--- src/flash_guard_pkg.sv ---
// Constants shared by the flash protection and security unit
// What this block does
// - Reject program/erase inside protected top region
// - Load working protection register after reset
// - Protection register writable only from debug
// - Last unprotected address: limit bits, ones below
// - Protection active only when disable bit zero
// - Redirect only if enabled and partially protected
// - Redirect interrupt vectors, never the reset vector
// - Redirected fetch uses same offset below region
// - Secure: block unsecured access, reads return zero
// - Code in secure memory keeps full access
// - Options register copied at reset, sets security
// - Only pair 1:0 disengages security
// - Secure: no debug enable, background only by pin
// - Backdoor disallowed: ignore every key attempt
// - Key-compare on: key writes captured, no command
// - Key match on compare exit forces pair 1:0
// - Keys only from secure code, not debug
// - Erased blank check from debug unlocks security
package flash_guard_pkg;
    // ----------------------------------------
    // Address map
    // ----------------------------------------
    localparam logic [15:0] PROT_NV_ADDR = 16'hffbd;   // Nonvolatile protection byte
    localparam logic [15:0] OPT_NV_ADDR = 16'hffbf;    // Nonvolatile options byte
    localparam logic [15:0] KEY_BASE_ADDR = 16'hffb0;  // First backdoor key byte
    localparam logic [15:0] PROT_REG_ADDR = 16'h1824;  // Working protection register
    localparam logic [15:0] OPT_REG_ADDR = 16'h1821;   // Working options register
    localparam logic [15:0] CFG_REG_ADDR = 16'h1823;   // Flash configuration register
    localparam logic [15:0] VEC_LO_ADDR = 16'hffc0;    // First interrupt vector byte
    localparam logic [15:0] VEC_HI_ADDR = 16'hfffd;    // Last interrupt vector byte
    localparam logic [15:0] FLASH_TOP_ADDR = 16'hffff; // Protected region always ends here
    // ----------------------------------------
    // Field positions and values
    // ----------------------------------------
    localparam int PROT_DIS_BIT = 0;                   // Protection disable bit
    localparam int OPT_NORED_BIT = 6;                  // Vector redirect disable
    localparam int OPT_BACKDOOR_ALLOW_BIT = 7;                  // Backdoor allow
    localparam int CFG_KEY_COMPARE_ACCESS_BIT = 5;                 // Key compare access
    localparam logic [1:0] SEC_OPEN = 2'h2;            // Only unsecured encoding
    localparam logic [7:0] OPT_READ_MASK = 8'hc3;      // Bits 5..2 read zero
    localparam logic [7:0] CFG_READ_MASK = 8'h20;      // Only key access implemented
    localparam logic [7:0] RESET_BYTE = 8'h00;         // Reset value of working regs
    localparam int KEY_BYTES = 8;                      // Backdoor key length
    localparam logic [2:0] VEC_FILL = 3'h7;            // Table sits just below region
    localparam logic [8:0] PAGE_FILL = 9'h1ff;         // Ones below the limit bits
endpackage

--- src/flash_guard.sv ---
// Flash block protection, vector redirection and security gate
`timescale 1ns/100ps
module flash_guard
    import flash_guard_pkg::*;
#(
    parameter logic [15:0] FLASH_LO = 16'hc000, // Lowest flash address
    parameter logic [15:0] RAM_LO = 16'h0070,   // Lowest RAM address
    parameter logic [15:0] RAM_HI = 16'h046f    // Highest RAM address
)
(
    // Clock and reset
    input wire logic sys_clk,
    input wire logic rst_b,
    // Nonvolatile bytes read out of the array, and the background mode pin
    input wire logic [7:0] protNvByte,
    input wire logic [7:0] optNvByte,
    input wire logic [63:0] backdoorKeyBytes,
    input wire logic backgroundModePin,
    // Bus access from CPU or debug controller
    input wire logic [15:0] busAddr,
    input wire logic busRead,
    input wire logic busWrite,
    input wire logic [7:0] busWrData,
    input wire logic busFromBdc,
    input wire logic busFromSecure,
    input wire logic busVectorFetch,
    output logic [7:0] busRdData,
    // Memory array side
    output logic [15:0] memAddr,
    output logic memRead,
    output logic memWrite,
    output logic [7:0] memWrData,
    input wire logic [7:0] memRdData,
    // Program and erase request check
    input wire logic peReq,
    input wire logic [15:0] peAddr,
    output logic peAccept,
    output logic peReject,
    // Blank check result
    input wire logic blankDone,
    input wire logic blankErased,
    input wire logic blankFromBdc,
    // Status
    output logic secureEngaged,
    output logic debugEnableAllowed,
    output logic activeBgAllowed
);
    import flash_guard_pkg::*;
    // ----------------------------------------
    // State
    // ----------------------------------------
    logic loadPending;          // Nonvolatile copy not yet done
    logic [7:0] protReg;        // Working protection register
    logic [7:0] optReg;         // Working options register
    logic key_compare_access;               // Key compare access bit
    logic unlocked;             // Security forced open until reset
    logic bgPinLow;             // Pin level caught at reset release
    logic rdZeroQ;              // Pending read answers zero
    logic rdRegQ;               // Pending read hits a working reg
    logic [7:0] rdRegDataQ;     // Working reg value for that read
    logic rdPendQ;              // Any bus read in flight
    logic unlockPulse;          // From key comparator
    logic [15:0] steerAddr;     // Possibly redirected address
    // Next values
    logic next_loadPending;
    logic [7:0] next_protReg;
    logic [7:0] next_optReg;
    logic next_key_compare_access;
    logic next_unlocked;
    logic next_bgPinLow;
    // Decode terms
    logic [6:0] limitBits;
    logic [15:0] lastOpen;
    logic protOn;
    logic allProtected;
    logic redirectOn;
    logic secureNow;
    logic targetSecure;
    logic sourceOpen;
    logic blocked;
    logic keyHit;
    logic keyCapture;
    logic regHit;
    logic [7:0] regData;
    // ----------------------------------------
    // Protection decode
    // ----------------------------------------
    assign limitBits = protReg[7:1];
    assign lastOpen = {limitBits, PAGE_FILL};
    assign protOn = !protReg[PROT_DIS_BIT];
    assign allProtected = lastOpen < FLASH_LO;
    // Some but not all: limit not at the top and region not covering flash
    assign redirectOn = !optReg[OPT_NORED_BIT] && protOn
        && lastOpen != FLASH_TOP_ADDR && !allProtected;
    // ----------------------------------------
    // Security decode
    // ----------------------------------------
    assign secureNow = !unlocked && optReg[1:0] != SEC_OPEN;
    assign targetSecure = busAddr >= FLASH_LO || (busAddr >= RAM_LO && busAddr <= RAM_HI);
    assign sourceOpen = busFromBdc || !busFromSecure;
    // Secure code is never blocked, whatever the state
    assign blocked = secureNow && targetSecure && sourceOpen;
    assign keyHit = busAddr >= KEY_BASE_ADDR && busAddr < KEY_BASE_ADDR + 16'(KEY_BYTES);
    // Debug and unsecured code never reach the comparator
    assign keyCapture = key_compare_access && keyHit && busWrite && !sourceOpen;
    // ----------------------------------------
    // Working register read mux
    // ----------------------------------------
    always_comb
    begin
        regHit = 1'b1;
        regData = RESET_BYTE;
        unique case (busAddr)
            PROT_REG_ADDR: regData = protReg;
            OPT_REG_ADDR: regData = {optReg[7:6], 4'h0, secureNow ? optReg[1:0] : SEC_OPEN}
                & OPT_READ_MASK;
            CFG_REG_ADDR: regData = {2'h0, key_compare_access, 5'h0} & CFG_READ_MASK;
            default: regHit = 1'b0;
        endcase
    end
    // ----------------------------------------
    // Vector steering
    // ----------------------------------------
    vector_redirect u_redirect (
        .fetchAddr(busAddr),
        .isVectorFetch(busVectorFetch),
        .redirectOn(redirectOn),
        .limitBits(limitBits),
        .steerAddr(steerAddr)
    );
    // ----------------------------------------
    // Backdoor key comparison
    // ----------------------------------------
    key_match u_key (
        .sys_clk(sys_clk),
        .rst_b(rst_b),
        .key_compare_access(key_compare_access),
        .keyAllowed(optReg[OPT_BACKDOOR_ALLOW_BIT]),
        .keyWrite(keyCapture),
        .keyIdx(busAddr[2:0]),
        .keyData(busWrData),
        .storedKey(backdoorKeyBytes),
        .unlockPulse(unlockPulse)
    );
    // ----------------------------------------
    // Control register next state
    // ----------------------------------------
    // One load cycle after release stands in for the reset copy
    always_comb
    begin
        next_loadPending = 1'b0;
        next_protReg = protReg;
        next_optReg = optReg;
        next_key_compare_access = key_compare_access;
        next_unlocked = unlocked;
        next_bgPinLow = bgPinLow;
        if (loadPending)
        begin
            next_protReg = protNvByte;
            next_optReg = optNvByte;
            next_bgPinLow = !backgroundModePin;
            next_key_compare_access = 1'b0;
        end
        else
        begin
            // Software writes land here too but are dropped
            if (busWrite && busAddr == PROT_REG_ADDR && busFromBdc)
            begin
                next_protReg = busWrData;
            end
            // Options register ignores all writes
            if (busWrite && busAddr == CFG_REG_ADDR && !blocked)
            begin
                next_key_compare_access = busWrData[CFG_KEY_COMPARE_ACCESS_BIT];
            end
            // Set wins, only reset clears it
            if (unlockPulse)
            begin
                next_unlocked = 1'b1;
            end
            if (blankDone && blankErased && blankFromBdc)
            begin
                next_unlocked = 1'b1;
            end
        end
    end
    // Registers only
    always_ff @(posedge sys_clk or negedge rst_b)
    begin
        if (!rst_b)
        begin
            loadPending <= 1'b1;
            protReg <= RESET_BYTE;
            optReg <= RESET_BYTE;
            key_compare_access <= 1'b0;
            unlocked <= 1'b0;
            bgPinLow <= 1'b0;
        end
        else
        begin
            loadPending <= next_loadPending;
            protReg <= next_protReg;
            optReg <= next_optReg;
            key_compare_access <= next_key_compare_access;
            unlocked <= next_unlocked;
            bgPinLow <= next_bgPinLow;
        end
    end
    // ----------------------------------------
    // Bus forwarding and read answer
    // ----------------------------------------
    // Memory sees the access one cycle later, the read answer one more
    always_ff @(posedge sys_clk or negedge rst_b)
    begin
        if (!rst_b)
        begin
            memAddr <= 16'h0000;
            memRead <= 1'b0;
            memWrite <= 1'b0;
            memWrData <= 8'h00;
            rdZeroQ <= 1'b0;
            rdRegQ <= 1'b0;
            rdRegDataQ <= 8'h00;
            rdPendQ <= 1'b0;
            busRdData <= 8'h00;
        end
        else
        begin
            memAddr <= steerAddr;
            memRead <= busRead && !blocked && !regHit;
            // Key writes while comparing never start a command
            memWrite <= busWrite && !blocked && !regHit
                && !(key_compare_access && keyHit);
            memWrData <= busWrData;
            rdZeroQ <= busRead && blocked;
            rdRegQ <= busRead && regHit;
            rdRegDataQ <= regData;
            rdPendQ <= busRead;
            if (rdPendQ)
            begin
                busRdData <= rdZeroQ ? 8'h00 : (rdRegQ ? rdRegDataQ : memRdData);
            end
        end
    end
    // ----------------------------------------
    // Program and erase gate, status
    // ----------------------------------------
    always_ff @(posedge sys_clk or negedge rst_b)
    begin
        if (!rst_b)
        begin
            peAccept <= 1'b0;
            peReject <= 1'b0;
            secureEngaged <= 1'b1;
            debugEnableAllowed <= 1'b0;
            activeBgAllowed <= 1'b0;
        end
        else
        begin
            peAccept <= peReq && !(protOn && peAddr > lastOpen);
            peReject <= peReq && protOn && peAddr > lastOpen;
            secureEngaged <= secureNow;
            debugEnableAllowed <= !secureNow;
            activeBgAllowed <= !secureNow || bgPinLow;
        end
    end
    // ----------------------------------------
    // Checks
    // ----------------------------------------
    AST_PE_REJECT: assert property (@(posedge sys_clk) disable iff (!rst_b)
        (peReq && protOn && peAddr > lastOpen) |=> (peReject && !peAccept))
        else $error("protected program or erase not rejected");
    AST_NV_LOAD: assert property (@(posedge sys_clk) disable iff (!rst_b)
        loadPending |=> (protReg == $past(protNvByte) && optReg == $past(optNvByte)))
        else $error("working registers not loaded from nonvolatile bytes");
    AST_PROT_SW_WRITE: assert property (@(posedge sys_clk) disable iff (!rst_b)
        (!loadPending && busWrite && !busFromBdc) |=> $stable(protReg))
        else $error("protection register changed by software");
    AST_REDIRECT: assert property (@(posedge sys_clk) disable iff (!rst_b)
        (busVectorFetch && redirectOn && busAddr >= VEC_LO_ADDR && busAddr <= VEC_HI_ADDR)
        |=> memAddr == {$past(limitBits), VEC_FILL, $past(busAddr[5:0])})
        else $error("vector fetch not redirected below region");
    AST_RESET_VECTOR: assert property (@(posedge sys_clk) disable iff (!rst_b)
        (busVectorFetch && busAddr > VEC_HI_ADDR) |=> memAddr == $past(busAddr))
        else $error("reset vector was redirected");
    AST_BLOCKED_READ: assert property (@(posedge sys_clk) disable iff (!rst_b)
        (busRead && blocked) |=> ##1 busRdData == 8'h00)
        else $error("blocked read returned data");
    AST_BLOCKED_WRITE: assert property (@(posedge sys_clk) disable iff (!rst_b)
        (busWrite && blocked) |=> !memWrite)
        else $error("blocked write reached memory");
    AST_SECURE_OPEN: assert property (@(posedge sys_clk) disable iff (!rst_b)
        (busWrite && busFromSecure && !busFromBdc && !regHit && !(key_compare_access && keyHit))
        |=> memWrite)
        else $error("secure code write was blocked");
    AST_SEC_PAIR: assert property (@(posedge sys_clk) disable iff (!rst_b)
        (!loadPending && !unlocked && optReg[1:0] != SEC_OPEN) |=> secureEngaged)
        else $error("security not engaged for locked pair");
    AST_KEY_NO_CMD: assert property (@(posedge sys_clk) disable iff (!rst_b)
        (busWrite && key_compare_access && keyHit) |=> !memWrite)
        else $error("key write started a flash command");
    AST_BLANK_UNLOCK: assert property (@(posedge sys_clk) disable iff (!rst_b)
        (!loadPending && blankDone && blankErased && blankFromBdc) |=> ##1 !secureEngaged)
        else $error("erased blank check did not unlock");
    AST_DEBUG_LOCK: assert property (@(posedge sys_clk) disable iff (!rst_b)
        secureEngaged |-> !debugEnableAllowed)
        else $error("debug enable allowed while secure");
endmodule

--- src/key_match.sv ---
// Backdoor key capture and comparison sequencer
`timescale 1ns/100ps
module key_match
    import flash_guard_pkg::*;
(
    // Clock and reset
    input wire logic sys_clk,
    input wire logic rst_b,
    // Capture side
    input wire logic key_compare_access,
    input wire logic keyAllowed,
    input wire logic keyWrite,
    input wire logic [2:0] keyIdx,
    input wire logic [7:0] keyData,
    input wire logic [63:0] storedKey,
    // Result
    output logic unlockPulse
);
    import flash_guard_pkg::*;
    logic [3:0] count;         // Key bytes entered so far, in order or not
    logic allMatch;            // No mismatch or order slip yet
    logic keyAccQ;             // Previous key access level
    logic [3:0] next_count;
    logic next_allMatch;
    logic next_unlock;
    // ----------------------------------------
    // Capture and compare
    // ----------------------------------------
    // Bytes compare as they land, so no 64-bit entry store is needed
    always_comb
    begin
        next_count = count;
        next_allMatch = allMatch;
        next_unlock = 1'b0;
        if (key_compare_access && !keyAccQ)
        begin
            next_count = 4'h0;
            next_allMatch = 1'b1;
        end
        else if (key_compare_access && keyWrite)
        begin
            // Out-of-order or wrong byte spoils the attempt
            if (count >= 4'(KEY_BYTES) || {1'b0, keyIdx} != count
                || keyData != storedKey[keyIdx*8 +: 8])
            begin
                next_allMatch = 1'b0;
            end
            next_count = count + 4'h1;
        end
        if (!key_compare_access && keyAccQ)
        begin
            // A disallowed backdoor never unlocks, whatever was entered
            next_unlock = keyAllowed
                && allMatch && count == 4'(KEY_BYTES);
        end
    end
    // Registers only
    always_ff @(posedge sys_clk or negedge rst_b)
    begin
        if (!rst_b)
        begin
            count <= 4'h0;
            allMatch <= 1'b0;
            keyAccQ <= 1'b0;
            unlockPulse <= 1'b0;
        end
        else
        begin
            count <= next_count;
            allMatch <= next_allMatch;
            keyAccQ <= key_compare_access;
            unlockPulse <= next_unlock;
        end
    end
    AST_KEY_DISALLOWED: assert property (@(posedge sys_clk) disable iff (!rst_b)
        !keyAllowed |=> !unlockPulse)
        else $error("unlock while backdoor disallowed");
    AST_KEY_MISMATCH: assert property (@(posedge sys_clk) disable iff (!rst_b)
        (keyAccQ && !key_compare_access && !allMatch) |=> !unlockPulse)
        else $error("unlock despite key mismatch");
endmodule

--- src/vector_redirect.sv ---
// Combinational address steering for interrupt vector redirection
`timescale 1ns/100ps
module vector_redirect
    import flash_guard_pkg::*;
(
    // Fetch in
    input wire logic [15:0] fetchAddr,
    input wire logic isVectorFetch,
    // Protection setup
    input wire logic redirectOn,
    input wire logic [6:0] limitBits,
    // Steered address
    output logic [15:0] steerAddr
);
    // ----------------------------------------
    // Steering
    // ----------------------------------------
    // The vector table copy lives in the top 64 bytes below the protected region
    always_comb
    begin
        steerAddr = fetchAddr;
        if (isVectorFetch && redirectOn && fetchAddr >= VEC_LO_ADDR
            && fetchAddr <= VEC_HI_ADDR)
        begin
            steerAddr = {limitBits, VEC_FILL, fetchAddr[5:0]};
        end
    end
endmodule
--- config.mk ---
export PLATFORM = sky130hd
export DESIGN_NAME = flash_guard
export DESIGN_NICKNAME = d
export VERILOG_FILES = /design/src/flash_guard_pkg.sv /design/src/flash_guard.sv /design/src/key_match.sv /design/src/vector_redirect.sv
export SDC_FILE = /design/constraint.sdc
export NUM_CORES = 1
export LEC_CHECK = 0
export BUFFER_PORTS_ARGS = -buffer_cell sky130_fd_sc_hd__buf_4
export CAP_MARGIN = 10
export CORE_MARGIN = 10
export CORE_UTILIZATION = 41
export CTS_BUF_LIST = sky130_fd_sc_hd__clkbuf_4 sky130_fd_sc_hd__clkbuf_8
export DETAILED_ROUTE_END_ITERATION = 10
export PLACE_DENSITY_LB_ADDON = 0.05
export RECOVER_POWER = 50
export SYNTH_ARGS = -nofsm -noshare
export SYNTH_HDL_FRONTEND = slang
export SYNTH_SLANG_ARGS = --single-unit
export TNS_END_PERCENT = 10
--- constraint.sdc ---
create_clock -name sys_clk -period 3.6 [get_ports sys_clk]
set_clock_uncertainty 0.2 [all_clocks]
set_input_delay 0.72 -clock sys_clk [delete_from_list [all_inputs] [get_ports sys_clk]]
set_output_delay 0.72 -clock sys_clk [all_outputs]
set_load 0.01 [all_outputs]
==> parameters.txt <==
Parameter                              Value

Power and ir drop
  Part of the total power dissipated in sequential elements    0.440
  Total power of the final layout    2.02 mW
  Switching part of the total    0.241
  Switching pwr    0.487 mW
  Leakage    2.49 nW
  Pwr dens    393 mW/mm²
  Internal power    1.53 mW
  Worst vdd rail ir drop    211 µV
  Logic pwr share    0.165
  Clock share of power    0.395

Synth
  Fraction of synthesized cell area taken by the top area cell type    0.493
  Share of synthesized registers carrying an async set or reset    1.00
  Ys Warns    0
  Synthesized netlist cell count    320
  Distinct cell type count after synthesis    43
  Combined area of all synthesized cells    0.00360 mm²
  FF+latch count, synth    73
  Sequential share of the synthesized area    0.508
  Most area-consuming cells after synthesis    dfrtp_1 (49%), mux2i_1 (8.6%), mux4_2 (5.0%)
  Synthesized netlist net count    469
  Post-synthesis cell type with the largest combined area    dfrtp_1
  Main flop type after synthesis    dfrtp_1
  Mean cell area of the mapped netlist    11.3 µm²
  Number of enable-type register cells in the synthesized netlist    0

Final layout
  Core utilization of the finished layout    0.595
  # nets final    635
  Ratio of cells with drive above 1 in the final layout    0.393
  Synthesis-to-finish area growth    42.8%
  Diodes inserted    0

Placement
  RePlAce Congestion    0.777
  Place WS    0.444 ns
  Half-perimeter wire length after placement    9010 µm
  Quantity of I/O buffers inserted on ports    174

GRT
  Global-route wire length before repair    17600 µm
  Maximum number of pins on one net before global-route repair    74
  Global Route Usage Sum    0.170
  Via count of the first global-routing pass    3456
  Gr ovfl total    0
  Initial antenna violation count    0

Run status
  Result of the run    finished, violations left
  Violations in the final reports    capacitance limit, slew limit

Clock tree
  Number of buffers inserted for hold repair after clock tree synthesis    0
  Cell at the root of the clock tree    clkbuf_8
  Max Root-Sink Buffers    2
  Clock insertion delay at the later pin of the skew report    0.34 ns
  Post-CTS repair timing setup buffer count    0
  Count of clock tree sinks    73
  Number of cells upsized or downsized after cts    0
  Number of buffers added by the clock tree synthesis step    9
  Clock tree from TritonCTS    done
  Count of H-tree levels built during CTS    3
  Clock input transition at the sequential cells of the worst setup and hold paths    0.08 ns

Detailed routing
  Via density per instance    5.08
  Routed wire length    11200 µm
  Remaining number of nets flagged by the antenna check after routing    0
  Initial DRC Count    143
  Wirelength per Cell    18.7 µm
  First drt pass iteration count    6
  Vias    3045
  Residual DRC count    0

Timing
  Final setup margin    0.539 ns
  Shortest clock period the worst path allows after layout    3.06 ns
  Smallest hold slack    0.248 ns
  Setup TNS    0 ns
  Post-route fraction of the period consumed by the critical path    0.850
  Final number of hold-violating endpoints    0
  Final Setup Violations    0
  Max-slew violation total from the final report    103
  Worst-Margin Slew    1.79 ns
  Highest attainable clock frequency    327 MHz
  Headroom to the max-slew limit    -0.190
  Unrepaired setup endpoints after global routing    no

Worst setup path
  Crit Reg-Reg Endpoint    peReject$_DFF_PN0_
  WP data arrival    3.06 ns
  WS Path Type    in2reg
  Maximum fanout along the worst path    28
  Worst-path cell chain    clkbuf_1 -> and3_1 -> and3_1 -> mux2i_1 -> o21ai_1
  Slowest cell delay on critical path    1.14 ns
  Worst setup startpoint    busAddr[2]
  Data required, critical path    3.60 ns
  FF-to-FF setup slack    1.71 ns
  Slowest CP cell    clkbuf_1
  Worst reg-to-reg path cell count    8
  Critical path capture point    protReg[1]$_DFFE_PN0P_
  Cell type with the highest occurrence count on the critical path    and3_1
  Worst Setup Start Kind    input pin
  Reg-to-Reg Start    protReg[2]$_DFFE_PN0P_
  Worst setup EP type    flip-flop

Min path
  Path type of the worst min-delay path    reg2reg

Floorplanning
  Die area    0.0129 mm²
  IO Pins    179
  Effective utilization at floorplan    0.417
  X dimension of the die    114 µm
  Std-Cell Rows    34
  CORE AREA    0.00864 mm²
  Y dimension of the die    114 µm

Flow run
  Max-cap violation count    2
==> worst max-delay path, delay by kind of cell <==
| kind | cells | cell delay [ns] |
|---|---|---|
| AO/OA/AOI/OAI | 1 | 0.08 |
| multiplexers | 1 | 0.27 |
| AND/OR/NAND/NOR | 2 | 0.84 |
| buffers and inverters | 1 | 1.14 |
==> flip-flops by register name (all words and copies together), names as in the netlist, 4 cells and up <==
| signal | flops |
|---|---|
| rdRegDataQ | 8 |
| memWrData | 8 |
| optReg | 4 |
| u_key.count | 4 |
| protReg | 8 |
| busRdData | 8 |
| memAddr | 16 |
==> layer usage <==
layer  GRT usage  routed length [µm]  up-vias
met3      0.0898                1500       11
met1       0.184                4270     1419
met5           0                   0        -
li1            -                   -     1467
met2       0.278                5270      148
met4      0.0575                 127        0
==> cell families (layout without fill, tap and decap cells) <==
| kind of cell | count (synthesis) | in the layout | share of synthesized area |
|---|---|---|---|
| AO/OA/AOI/OAI | 49 | 49 | 0.0865 |
| XOR/XNOR | 15 | 15 | 0.0365 |
| adder cells (fa/ha/maj) | 9 | 9 | 0.0313 |
| buffers and inverters | 43 | 214 | 0.0486 |
| flip-flops | 73 | 73 | 0.508 |
| multiplexers | 50 | 50 | 0.171 |
| other | 1 | 1 | 0.00104 |
| AND/OR/NAND/NOR | 80 | 80 | 0.118 |
==> cell usage after synthesis (all sizes together), types with 6 or more instances <==
cell type,count
nand4,10
inv,23
nor2,11
clkbuf,12
o22ai,13
mux2,11
mux2i,31
ha,9
xor2,7
nand2,21
dfrtp,71
buf,8
xnor2,8
mux4,8
and2,6
o21ai,17
==> layout make-up <==
class,instances,area (µm²)
Timing Repair Buffer,175,1240
Clock inverter,6,113
Sequential cell,73,1830
Fill cell,786,3490
Multi-Input combinational cell,204,1600
Inverter,23,86.3
Clock buffer,10,138
Tap cell,108,135
==> through the flow <==
stage,std cells,instance area (µm²)
after CTS,599,5210
after global routing,599,5140
after global placement,583,4960
after floorplan,320,3600
after detailed placement,583,4960
final,599,5140
==> worst min path at each step <==
stage / to / cells past startpoint / from
6_report: activeBgAllowed$_DFF_PN0_ / 2 / bgPinLow$_DFFE_PN0P_
3_3_place_gp: activeBgAllowed$_DFF_PN0_ / 2 / bgPinLow$_DFFE_PN0P_
3_5_place_dp: activeBgAllowed$_DFF_PN0_ / 2 / bgPinLow$_DFFE_PN0P_
4_1_cts: activeBgAllowed$_DFF_PN0_ / 2 / bgPinLow$_DFFE_PN0P_
2_1_floorplan: activeBgAllowed$_DFF_PN0_ / 2 / bgPinLow$_DFFE_PN0P_
5_1_grt: activeBgAllowed$_DFF_PN0_ / 2 / bgPinLow$_DFFE_PN0P_
==> placed cells by master (no fill, tap or decap), types with 2 or more instances in the layout <==
master and instances:
a221oi_1 4, inv_1 23, a21o_1 3, nor2_1 11, nand2_1 21, o22ai_1 13
nand2b_1 2, inv_6 2, o21ai_0 9, clkbuf_4 2, and2_1 6, nor4_1 3
a21oi_1 4, nor3_1 4, a22o_1 2, dfrtp_1 71, mux4_2 8, mux2_2 11
clkbuf_8 10, bufinv_16 3, nand4_1 10, a32o_1 2, mux2i_1 31, xor2_1 7
nand3_1 5, nor2b_1 4, o21ai_1 8, xnor2_1 8, buf_4 154, ha_1 9
clkbuf_1 18, and3_1 5, nand3b_1 2, or3_1 2
==> power groups by stage <==
stage / clock, mW / sequential (mW) / combinational, mW
floorplan: 0 / 0.905 / 0.135
global placement: 0 / 0.904 / 0.340
detailed placement: 0 / 0.906 / 0.345
CTS: 0.812 / 0.889 / 0.347
global route: 0.841 / 0.895 / 0.370
finish: 0.798 / 0.889 / 0.334
Power figures use the tool's default switching activity.
